## src/common/adc_seq_pkg.sv

```systemverilog
package adc_seq_pkg;

    // ***************************************************************
    // Widths and depths
    // ***************************************************************
    localparam int RESULT_W   = 14;
    localparam int FIFO_DEPTH = 16;
    localparam int CNT_W      = 6;

    // ***************************************************************
    // Timing, clock at 25 MHz
    // ***************************************************************
    localparam int CLK_MHZ     = 25;
    localparam int CONV_INT_NS = 1600;  // Internal-clock conversion time
    localparam int EOC_INT_NS  = 80;    // Least end-of-conversion low time
    // Least times round up to whole cycles
    localparam logic [CNT_W-1:0] CONV_INT_CYCLES =
        CNT_W'((CONV_INT_NS * CLK_MHZ + 999) / 1000);
    localparam logic [CNT_W-1:0] EOC_INT_CYCLES =
        CNT_W'((EOC_INT_NS * CLK_MHZ + 999) / 1000);
    localparam logic [CNT_W-1:0] EXT_CONV_EDGES = 6'h10;  // External clocks per conversion

    // ***************************************************************
    // Reset values
    // ***************************************************************
    localparam logic [RESULT_W-1:0] RESULT_RST = 14'h0000;

    // ***************************************************************
    // Carriers
    // ***************************************************************
    typedef struct packed {
        logic conversion_start_n;
        logic read_n;
        logic chip_select_n;
        logic ext_clk;
        logic clock_source_select;
    } host_pins_s;

    typedef struct packed {
        logic [RESULT_W-1:0] code;
    } result_s;

    typedef enum logic [2:0] {
        ST_IDLE,
        ST_ACQUIRE,
        ST_CONVERT,
        ST_PUSH,
        ST_EOC
    } conv_state_e;

endpackage

```

## src/hw/adc_conversion_sequencer.sv

```systemverilog
`timescale 1ns/1ps

module adc_conversion_sequencer
    import adc_seq_pkg::*;
(
    input  wire logic                clk_i,
    input  wire logic                reset_n_i,
    input  wire logic                conversion_start_n_i,
    input  wire logic                read_n_i,
    input  wire logic                chip_select_n_i,
    input  wire logic                ext_clk_i,
    input  wire logic                clock_source_select_i,
    input  wire logic [RESULT_W-1:0] sample_i,
    output logic                     end_of_conversion_n_o,
    output logic                     last_conversion_done_n_o,
    output logic [RESULT_W-1:0]      result_bus_o,
    output logic                     result_bus_oe_o
);

    // ***************************************************************
    // Pin synchronisers
    // ***************************************************************
    host_pins_s pins_raw;
    host_pins_s sync1_q, sync2_q, prev_q;

    assign pins_raw = '{conversion_start_n  : conversion_start_n_i,
                        read_n              : read_n_i,
                        chip_select_n       : chip_select_n_i,
                        ext_clk             : ext_clk_i,
                        clock_source_select : clock_source_select_i};

    // Two stages before any logic; third stage feeds edge detection
    always_ff @(posedge clk_i or negedge reset_n_i) begin
        if (!reset_n_i) begin
            sync1_q <= '{1'b1, 1'b1, 1'b1, 1'b0, 1'b0};
            sync2_q <= '{1'b1, 1'b1, 1'b1, 1'b0, 1'b0};
            prev_q  <= '{1'b1, 1'b1, 1'b1, 1'b0, 1'b0};
        end else begin
            sync1_q <= pins_raw;
            sync2_q <= sync1_q;
            prev_q  <= sync2_q;
        end
    end

    logic start_fall, start_rise, ext_rise;

    // Edge strobes from the settled stages only
    assign start_fall = !sync2_q.conversion_start_n && prev_q.conversion_start_n;
    assign start_rise = sync2_q.conversion_start_n && !prev_q.conversion_start_n;
    assign ext_rise   = sync2_q.ext_clk && !prev_q.ext_clk;

    // ***************************************************************
    // Conversion sequencer
    // ***************************************************************
    conv_state_e         st_q, st_d;
    logic [CNT_W-1:0]    cnt_q, cnt_d;
    logic                int_mode_q, int_mode_d;
    logic [RESULT_W-1:0] held_q, held_d;
    logic                eoc_n_q, eoc_n_d;
    logic                last_n_q, last_n_d;
    logic                tick;
    logic                fifo_in_ready;
    result_s             fifo_in, fifo_out;
    logic                fifo_out_valid;
    logic                oe_q, oe_d;
    logic [RESULT_W-1:0] result_q, result_d;

    // One conversion step: every cycle inside, rising edges outside
    assign tick = int_mode_q ? 1'b1 : ext_rise;

    // Next state of the sequencer
    always_comb begin
        st_d       = st_q;
        cnt_d      = cnt_q;
        int_mode_d = int_mode_q;
        held_d     = held_q;
        eoc_n_d    = eoc_n_q;
        last_n_d   = last_n_q;
        // New sequence clears the last-done flag
        if (start_fall) begin
            last_n_d = 1'b1;
        end
        unique case (st_q)
            ST_IDLE: begin
                if (start_fall) begin
                    st_d = ST_ACQUIRE;
                end
            end
            ST_ACQUIRE: begin
                // An early start may cut into the end pulse; let it run out
                if (!eoc_n_q && tick) begin
                    cnt_d = cnt_q + CNT_W'(1);
                    if (!int_mode_q || cnt_d == EOC_INT_CYCLES) begin
                        eoc_n_d = 1'b1;
                    end
                end
                // Rising start ends tracking and freezes the sample
                if (start_rise) begin
                    held_d     = sample_i;
                    int_mode_d = sync2_q.clock_source_select;
                    cnt_d      = '0;
                    st_d       = ST_CONVERT;
                end
            end
            ST_CONVERT: begin
                if (tick) begin
                    cnt_d = cnt_q + CNT_W'(1);
                    if (cnt_d == (int_mode_q ? CONV_INT_CYCLES : EXT_CONV_EDGES)) begin
                        st_d = ST_PUSH;
                    end
                end
            end
            ST_PUSH: begin
                // A full FIFO holds the end pulse back until it drains
                if (fifo_in_ready) begin
                    eoc_n_d  = 1'b0;
                    last_n_d = 1'b0;
                    cnt_d    = '0;
                    st_d     = ST_EOC;
                end
            end
            ST_EOC: begin
                if (tick) begin
                    cnt_d = cnt_q + CNT_W'(1);
                    // External: one clock period; internal: least pulse time
                    if (!int_mode_q || cnt_d == EOC_INT_CYCLES) begin
                        eoc_n_d = 1'b1;
                        st_d    = start_fall ? ST_ACQUIRE : ST_IDLE;
                    end
                end else if (start_fall) begin
                    st_d = ST_ACQUIRE;
                end
            end
        endcase
    end

    // Sequencer registers
    always_ff @(posedge clk_i or negedge reset_n_i) begin
        if (!reset_n_i) begin
            st_q       <= ST_IDLE;
            cnt_q      <= '0;
            int_mode_q <= 1'b0;
            held_q     <= RESULT_RST;
            eoc_n_q    <= 1'b1;
            last_n_q   <= 1'b1;
        end else begin
            st_q       <= st_d;
            cnt_q      <= cnt_d;
            int_mode_q <= int_mode_d;
            held_q     <= held_d;
            eoc_n_q    <= eoc_n_d;
            last_n_q   <= last_n_d;
        end
    end

    assign end_of_conversion_n_o    = eoc_n_q;
    assign last_conversion_done_n_o = last_n_q;

    // ***************************************************************
    // Result buffer
    // ***************************************************************
    assign fifo_in.code = held_q;

    result_fifo #(
        .WIDTH (RESULT_W),
        .DEPTH (FIFO_DEPTH)
    ) u_result_fifo (
        .clk_i       (clk_i),
        .reset_n_i   (reset_n_i),
        .in_data_i   (fifo_in),
        .in_valid_i  (st_q == ST_PUSH),
        .in_ready_o  (fifo_in_ready),
        .out_data_o  (fifo_out),
        .out_valid_o (fifo_out_valid),
        .out_ready_i (!oe_q)
    );

    // ***************************************************************
    // Parallel read port
    // ***************************************************************

    // Result only changes while the bus is idle, so a read never tears
    always_comb begin
        oe_d     = !sync2_q.read_n && !sync2_q.chip_select_n;
        result_d = (fifo_out_valid && !oe_q) ? fifo_out.code : result_q;
    end

    always_ff @(posedge clk_i or negedge reset_n_i) begin
        if (!reset_n_i) begin
            oe_q     <= 1'b0;
            result_q <= RESULT_RST;
        end else begin
            oe_q     <= oe_d;
            result_q <= result_d;
        end
    end

    assign result_bus_o    = result_q;
    assign result_bus_oe_o = oe_q;

endmodule // adc_conversion_sequencer

```

## src/hw/result_fifo.sv

```systemverilog
`timescale 1ns/1ps

// ***************************************************************
// Result FIFO with registered read data
// ***************************************************************
module result_fifo #(
    parameter int WIDTH = 14,
    parameter int DEPTH = 16
) (
    input  wire logic             clk_i,
    input  wire logic             reset_n_i,
    input  wire logic [WIDTH-1:0] in_data_i,
    input  wire logic             in_valid_i,
    output logic                  in_ready_o,
    output logic [WIDTH-1:0]      out_data_o,
    output logic                  out_valid_o,
    input  wire logic             out_ready_i
);
    localparam int AW = $clog2(DEPTH);

    logic [WIDTH-1:0] mem_q [DEPTH];
    logic [AW-1:0]    wr_q, wr_d, rd_q, rd_d;
    logic [AW:0]      cnt_q, cnt_d;
    logic [WIDTH-1:0] out_q, out_d;
    logic             ov_q, ov_d;
    logic             push, pop;

    // Honest full: only the memory words count, not the output stage
    assign in_ready_o  = (cnt_q != (AW+1)'(DEPTH));
    assign out_data_o  = out_q;
    assign out_valid_o = ov_q;

    // Pointer, count and output stage next values
    always_comb begin
        push  = in_valid_i && in_ready_o;
        pop   = (cnt_q != '0) && (!ov_q || out_ready_i);
        wr_d  = push ? wr_q + AW'(1) : wr_q;
        rd_d  = pop ? rd_q + AW'(1) : rd_q;
        cnt_d = cnt_q + (AW+1)'(push) - (AW+1)'(pop);
        out_d = pop ? mem_q[rd_q] : out_q;
        ov_d  = pop ? 1'b1 : (out_ready_i ? 1'b0 : ov_q);
    end

    // Registers; memory words carry no reset
    always_ff @(posedge clk_i or negedge reset_n_i) begin
        if (!reset_n_i) begin
            wr_q  <= '0;
            rd_q  <= '0;
            cnt_q <= '0;
            out_q <= '0;
            ov_q  <= 1'b0;
        end else begin
            wr_q  <= wr_d;
            rd_q  <= rd_d;
            cnt_q <= cnt_d;
            out_q <= out_d;
            ov_q  <= ov_d;
        end
    end

    always_ff @(posedge clk_i) begin
        if (push) begin
            mem_q[wr_q] <= in_data_i;
        end
    end

endmodule // result_fifo
```

## config.mk

```make
export PLATFORM = sky130hd
export DESIGN_NAME = adc_conversion_sequencer
export DESIGN_NICKNAME = d
export VERILOG_FILES = /design/src/common/adc_seq_pkg.sv /design/src/hw/adc_conversion_sequencer.sv /design/src/hw/result_fifo.sv
export SDC_FILE = /design/constraint.sdc
export NUM_CORES = 1
export LEC_CHECK = 0
export ABC_AREA = 1
export BUFFER_PORTS_ARGS = -buffer_cell sky130_fd_sc_hd__buf_2
export CORE_MARGIN = 5
export CORE_UTILIZATION = 25
export CTS_CLUSTER_SIZE = 16
export DETAILED_ROUTE_END_ITERATION = 8
export PLACE_DENSITY_LB_ADDON = 0.2
export SYNTH_ARGS = -nofsm -noshare
export SYNTH_HDL_FRONTEND = slang
export SYNTH_SLANG_ARGS = --single-unit
```

## constraint.sdc

```tcl
create_clock -name clk_i -period 3.05 [get_ports clk_i]
set_input_delay 0.305 -clock clk_i [delete_from_list [all_inputs] [get_ports clk_i]]
set_output_delay 0.305 -clock clk_i [all_outputs]
set_load 0.02 [all_outputs]
```

[After elaboration in Yosys (flattened, before gate mapping)]
Memory sizes are Yosys's and may differ from the RTL's. A register that Yosys moved wholly into a read port is not among the register bits.
Index checks and enable logic that the tools add are counted.
Operators by class
  mux-type cells: 28
  bitwise operators: 0
  add/subtract/negate cells: 5
  reductions and logical operators: 29
  shift-type cells: 0
  divide/modulo/power cells: 0
  $lt $le $gt $ge: 0
  eq/ne operators: 17
  $mul: 0
Operators by type and width (count)
  $mux W6: 5
  $mux W3: 7
  $pmux W6 S3: 1
  $pmux W3 S5: 1
  $mux W1: 13
  $ne A2 B2 Y1 const B: 6
  $logic_not A1 Y1: 10
  $add A4 B1 Y4 const B: 2
  $logic_and A1 B1 Y1: 8
  $reduce_and A4 Y1: 2
  $add A6 B1 Y6 const B: 1
  $eq A3 B2 Y1 const B: 2
  $eq A6 B2 Y1 const B: 1
  $eq A6 B6 Y1: 1
  $ne A3 B3 Y1 const B: 2
  $reduce_bool A3 Y1: 2
  $add A5 B1 Y5: 1
  $ne A5 B5 Y1 const B: 1
  $reduce_and A5 Y1: 1
  $reduce_bool A5 Y1: 1
  $sub A5 B1 Y5: 1
  $ne A2 B1 Y1 const B: 2
  $eq A3 B1 Y1 const B: 1
  $eq A3 B3 Y1 const B: 1
  5 further kinds: 6
Storage, ports and cells
  register bits after elaboration: 67
  bits in latches: 0
  ROM bits: 0
  memories: 1
  memory bits (writable): 224
  input port bits: 21
  word-level logic and storage cells: 104
  output and inout bits: 17
Memory list
  u_result_fifo.mem_q: words 16, bits a word 14, rd ports 1, clocked after memory_dff 1, wr ports 1, RTL line result_fifo.sv:21  | logic [WIDTH-1:0] mem_q [DEPTH];

[Logic depth before layout (Yosys ltp)]
  word-level depth: 7
  gate-level depth with buffers: 14
  depth with buffers taken out: 13

[Hierarchy]
Synthesis repeated with hierarchy kept, for this count alone.
Unflattened totals
  cell total of the unflattened synthesis: 1261
  area total of the unflattened synthesis: 13187.6 µm²
Modules (own cells, without submodules)
  result_fifo: cells each 1064, instances 1, area an instance 10974.3 µm², seq. area each 7427.1 µm²
  adc_conversion_sequencer: cells each 197, instances 1, area an instance 2213.4 µm², seq. area each 1337.5 µm²

[Worst setup path before layout]
No wires, ideal clock.
  path kind: flip-flop to flip-flop
  from: register u_result_fifo.cnt_q[3]
  to: register u_result_fifo.cnt_q[4]
  cell stages (with the launch flop): 15
  setup time: 0.079 ns
  buffers on the path: 1
  clock period less this slack: 2.499 ns
  path slack: 0.551 ns
  required time: 2.971 ns
  arrival time: 2.420 ns
  cells stage by stage: dfrtp_1 inv_1 ha_1 nand4_1 nand2_1 inv_1 buf_1 ha_1 inv_1 ha_1 fa_1 a21oi_1 nor2_1 nor2_1 xor2_1
On the way
  longest elaborated chain between the ends: 4
  elaborated cells on any way between the ends: 6
  those cells by class: 2 x add/sub; 1 x eq/ne; 3 x reduce/logical
RTL lines
  start, declared: RTL line result_fifo.sv:23  | logic [AW:0] cnt_q, cnt_d;
  start signal, assigned: RTL line result_fifo.sv:55  | cnt_q <= cnt_d;
  $ne A5 B5 Y1: RTL line result_fifo.sv:29  | assign in_ready_o = (cnt_q != (AW+1)'(DEPTH));
  $logic_and A1 B1 Y1: RTL line result_fifo.sv:35  | push = in_valid_i && in_ready_o;
  $add A5 B1 Y5: RTL line result_fifo.sv:39  | cnt_d = cnt_q + (AW+1)'(push) - (AW+1)'(pop);
  $sub A5 B1 Y5 *: RTL line result_fifo.sv:39
  via u_result_fifo.cnt_d[4]: RTL line result_fifo.sv:23
Mark *: on every way through the listed nets, which the timed path passes. The rest lies on a longest branch.
A chain may end at the register's enable or synchronous reset.

[Worst setup path after layout]
Ends and elaborated chain as after synthesis.

==> metrics.txt <==
worst path bufs/invs=3; clk_lat worst skew=about 530 ps; Synth area leaders=edfxtp_1 55%, dfrtp_1 15%, nor2_1 6.4%; Yosys top cell by area=edfxtp_1; FF/Latch Area=8770 um^2; Root Buffer=clkbuf_16; DR vias=around 7500; worst clock skew=around 24 ps; Gate Count Post-Synth=963; status=complete, no violations; CTS Sinks=between 300 and 400; cts repair resizes=0; I/O pin count=38; Comb pwr share=between 20 and 30%; pin count of the biggest net entering global routing=~120; post-route setup TNS=0 ps; DR WL/cell=~18 um; Tmin final=between 2000 and 2500 ps; Critical Path AT=between 2000 and 3000 ps; layout cell share with drive strength beyond 1=around 15%; Syn-to-layout area delta=18.3%; maximum VDD drop=approximately 460 uV; Post-Syn Area per Cell=~13 um^2; P per Cell Area=between 1000 and 1500 nW/um^2; sequential area share after synthesis=just over 70%; Clock Tree Buf Depth=3; Worst path slowest cell=fa_1; switching part of the total=a little over a third; cts bufs inserted=36; Sequential Power Share=43.7%; Core ar.=roughly 49000 um^2; Unique masters post-synth=30; Power Total=14.6 mW; Starting DRT DRC Count=about 430; Reg clk slew, reported paths=60 ps; max-slew headroom at the worst pin=~45%; top cell type's share of synthesized area=between 50% and 60%; vias in the first global route=around 7600; placed standard-cell area=13200 um^2; CTS tree=done; initial antenna violation count=1; setup bufs post-CTS=0; Avg Vias per Cell=roughly 4.5; Max Cap Viol=0; RSZ-0062 raised after global routing=false; post-synthesis cell area=~12000 um^2; HPWL Detailed=~18000 um; Final period util=approximately 80%; Setup-failing EPs final=0; Pint=about 9.4 mW; Final Hold Fails=0; Die X=231 um; CP peak stage delay=430 ps; crit path capture type=flop; DRC Markers=0; GRT overflow=0; Net Switching=~5.3 mW; Achievable Freq=roughly 400 MHz; routability cong.=approximately 0.73; Port Buf Inserts=37; Ys Warns=0; final wirelength=between 30000 and 40000 um; Cell Rows=81; Leakage Power=just over 5 nW; final instance area=roughly 14000 um^2; worst hold path type=input port to flop; starting density of the core=around a quarter; worst path required time=3490 ps; Final ANT Viol Nets=0; Detailed Routing Iterations Pass 1=5; Startpoint Class=flop; H-Tree Depth=2; Max FO, Critical Path=3; slew at the pin closest to its max-slew limit=~830 ps; Syn Nets=998; kind of critical path=flop to flop; cts hold-fix bufs=14; Total GRT Usage=approximately 11%; Final #Nets=roughly 1100; critical path's top delay family=adder cells; DIE AREA=53500 um^2; first-pass GRT wire length=between 40000 and 50000 um; Pins Over Slew Limit=0; fillers=between 4000 and 5000; diode count=0; clock share of power=around 28%; crit path cell chain=inv_1 > ha_1 > nand4_1 > nand2_1 > inv_1 > ha_1 > inv_1 > ha_1 > fa_1 > a21oi_1 > nor2_1 > nor2_1 > xor2_1; Die H=between 200 and 250 um; multi-input logic area=between 3000 and 4000 um^2; synthesized flop and latch total=around 310
==> cells in the mapped netlist <==
library cell	count
o21bai_1	2
buf_1	3
buf_6	6
clkbuf_1	24
ha_1	13
xor2_1	11
o21ai_1	20
nand4_1	7
mux2_2	28
o21ai_0	111
buf_4	4
nor2_4	2
edfxtp_1	224
a31oi_1	14
nand3_1	35
nor2_1	207
dfrtp_1	72
o221ai_1	6
dfstp_2	9
o22ai_1	5
nand3b_1	1
nand2_2	1
o211ai_1	50
inv_2	3
nand2_1	50
buf_2	12
inv_1	37
a21oi_1	4
fa_1	1
nand3_2	1
==> state kept, by name, indices dropped and copies added (netlist names) <==
register	count
cnt_q	6
end_of_conversion_n_o	1
fifo_in	14
int_mode_q	1
last_conversion_done_n_o	1
prev_q	2
result_bus_o	14
result_bus_oe_o	1
st_q	3
sync1_q	5
sync2_q	5
u_result_fifo.cnt_q	5
u_result_fifo.mem_q	224
u_result_fifo.out_data_o	14
u_result_fifo.out_valid_o	1
u_result_fifo.rd_q	4
u_result_fifo.wr_q	4
==> power by group through the flow <==
stage | logic (mW) | registers, mW | clock network [mW]
final | 4.15 | 6.40 | 4.09
after global routing | 4.69 | 6.55 | 4.41
after CTS | 4.26 | 6.45 | 4.22
after detailed placement | 4.22 | 6.54 | 0
after global placement | 4.21 | 6.52 | 0
after floorplan | 2.86 | 6.19 | 0
==> cells by family (layout without fill, tap and decap cells) <==
kind of cell	Yosys count	in the layout	share of synthesized area (%)
simple gates	304	304	10.1
mux	28	28	2.58
xor+xnor	11	11	0.787
buf+inv	89	186	3.34
compound gates	212	212	10.1
fa+ha+maj	14	14	1.49
flops	305	305	71.6
==> per-stage QoR <==
step	hold WS, ps	std cells	util (%)	worst slack, ps
finish	27.2	1682	29.8	610
global route	12.2	1682	29.8	369
floorplan	9.41	963	-	551
detailed placement	341	1603	27.2	618
global placement	338	1603	27.2	639
CTS	10.3	1682	29.8	579
==> cell type report <==
class,count,share of cell area (%)
Inverter,40,1.05
Clock buffer,51,7.04
Tap cell,622,5.38
Multi-Input combinational cell,569,21.2
Timing Repair Buffer,81,4.08
Clock inverter,14,0.717
Sequential cell,305,60.6
==> layout by cell type, fill, tap and decap left out, types with 4 or more instances in the layout <==
cell type and instances:
buf_4 28, clkinv_2 8, nand2_1 50, dlygate4sd3_1 14
a21oi_1 4, dfstp_2 9, ha_1 13, clkbuf_1 11
dfrtp_1 70, clkinv_1 4, o22ai_1 5, o221ai_1 6
edfxtp_1 224, o21ai_0 111, xor2_1 11, buf_2 36
nor2_1 207, a31oi_1 14, mux2_2 28, nand4_1 7
o211ai_1 50, o21ai_1 20, inv_1 37, clkbuf_16 38
nand3_1 35
==> layer usage <==
metal / share of wire [%] / track usage, % / up-vias
met5: 0 / 0 / -
met4: 1.9 / 2.95 / 0
met3: 4.3 / 1.97 / 42
met2: 46 / 18.2 / 134
met1: 48 / 16.1 / 3731
li1: - / - / 3591
==> path summary, 6_finish.rpt <==
kind                                   startpoint                           to  slack, ps  depth (start not counted)
min in group asynchronous               reset_n_i                   sync1_q[1]        400                          2
setup reg to reg           u_result_fifo.cnt_q[3]       u_result_fifo.cnt_q[4]        610                         13
hold / removal                       sample_i[12]                  fifo_in[12]         30                          2
hold reg to reg                        sync1_q[0]                   sync2_q[0]        340                          0
max in group asynchronous               reset_n_i  u_result_fifo.out_data_o[8]       1880                          3
setup / recovery           u_result_fifo.cnt_q[3]       u_result_fifo.cnt_q[4]        610                         13
No activity file was read; power rests on OpenSTA's default activity.
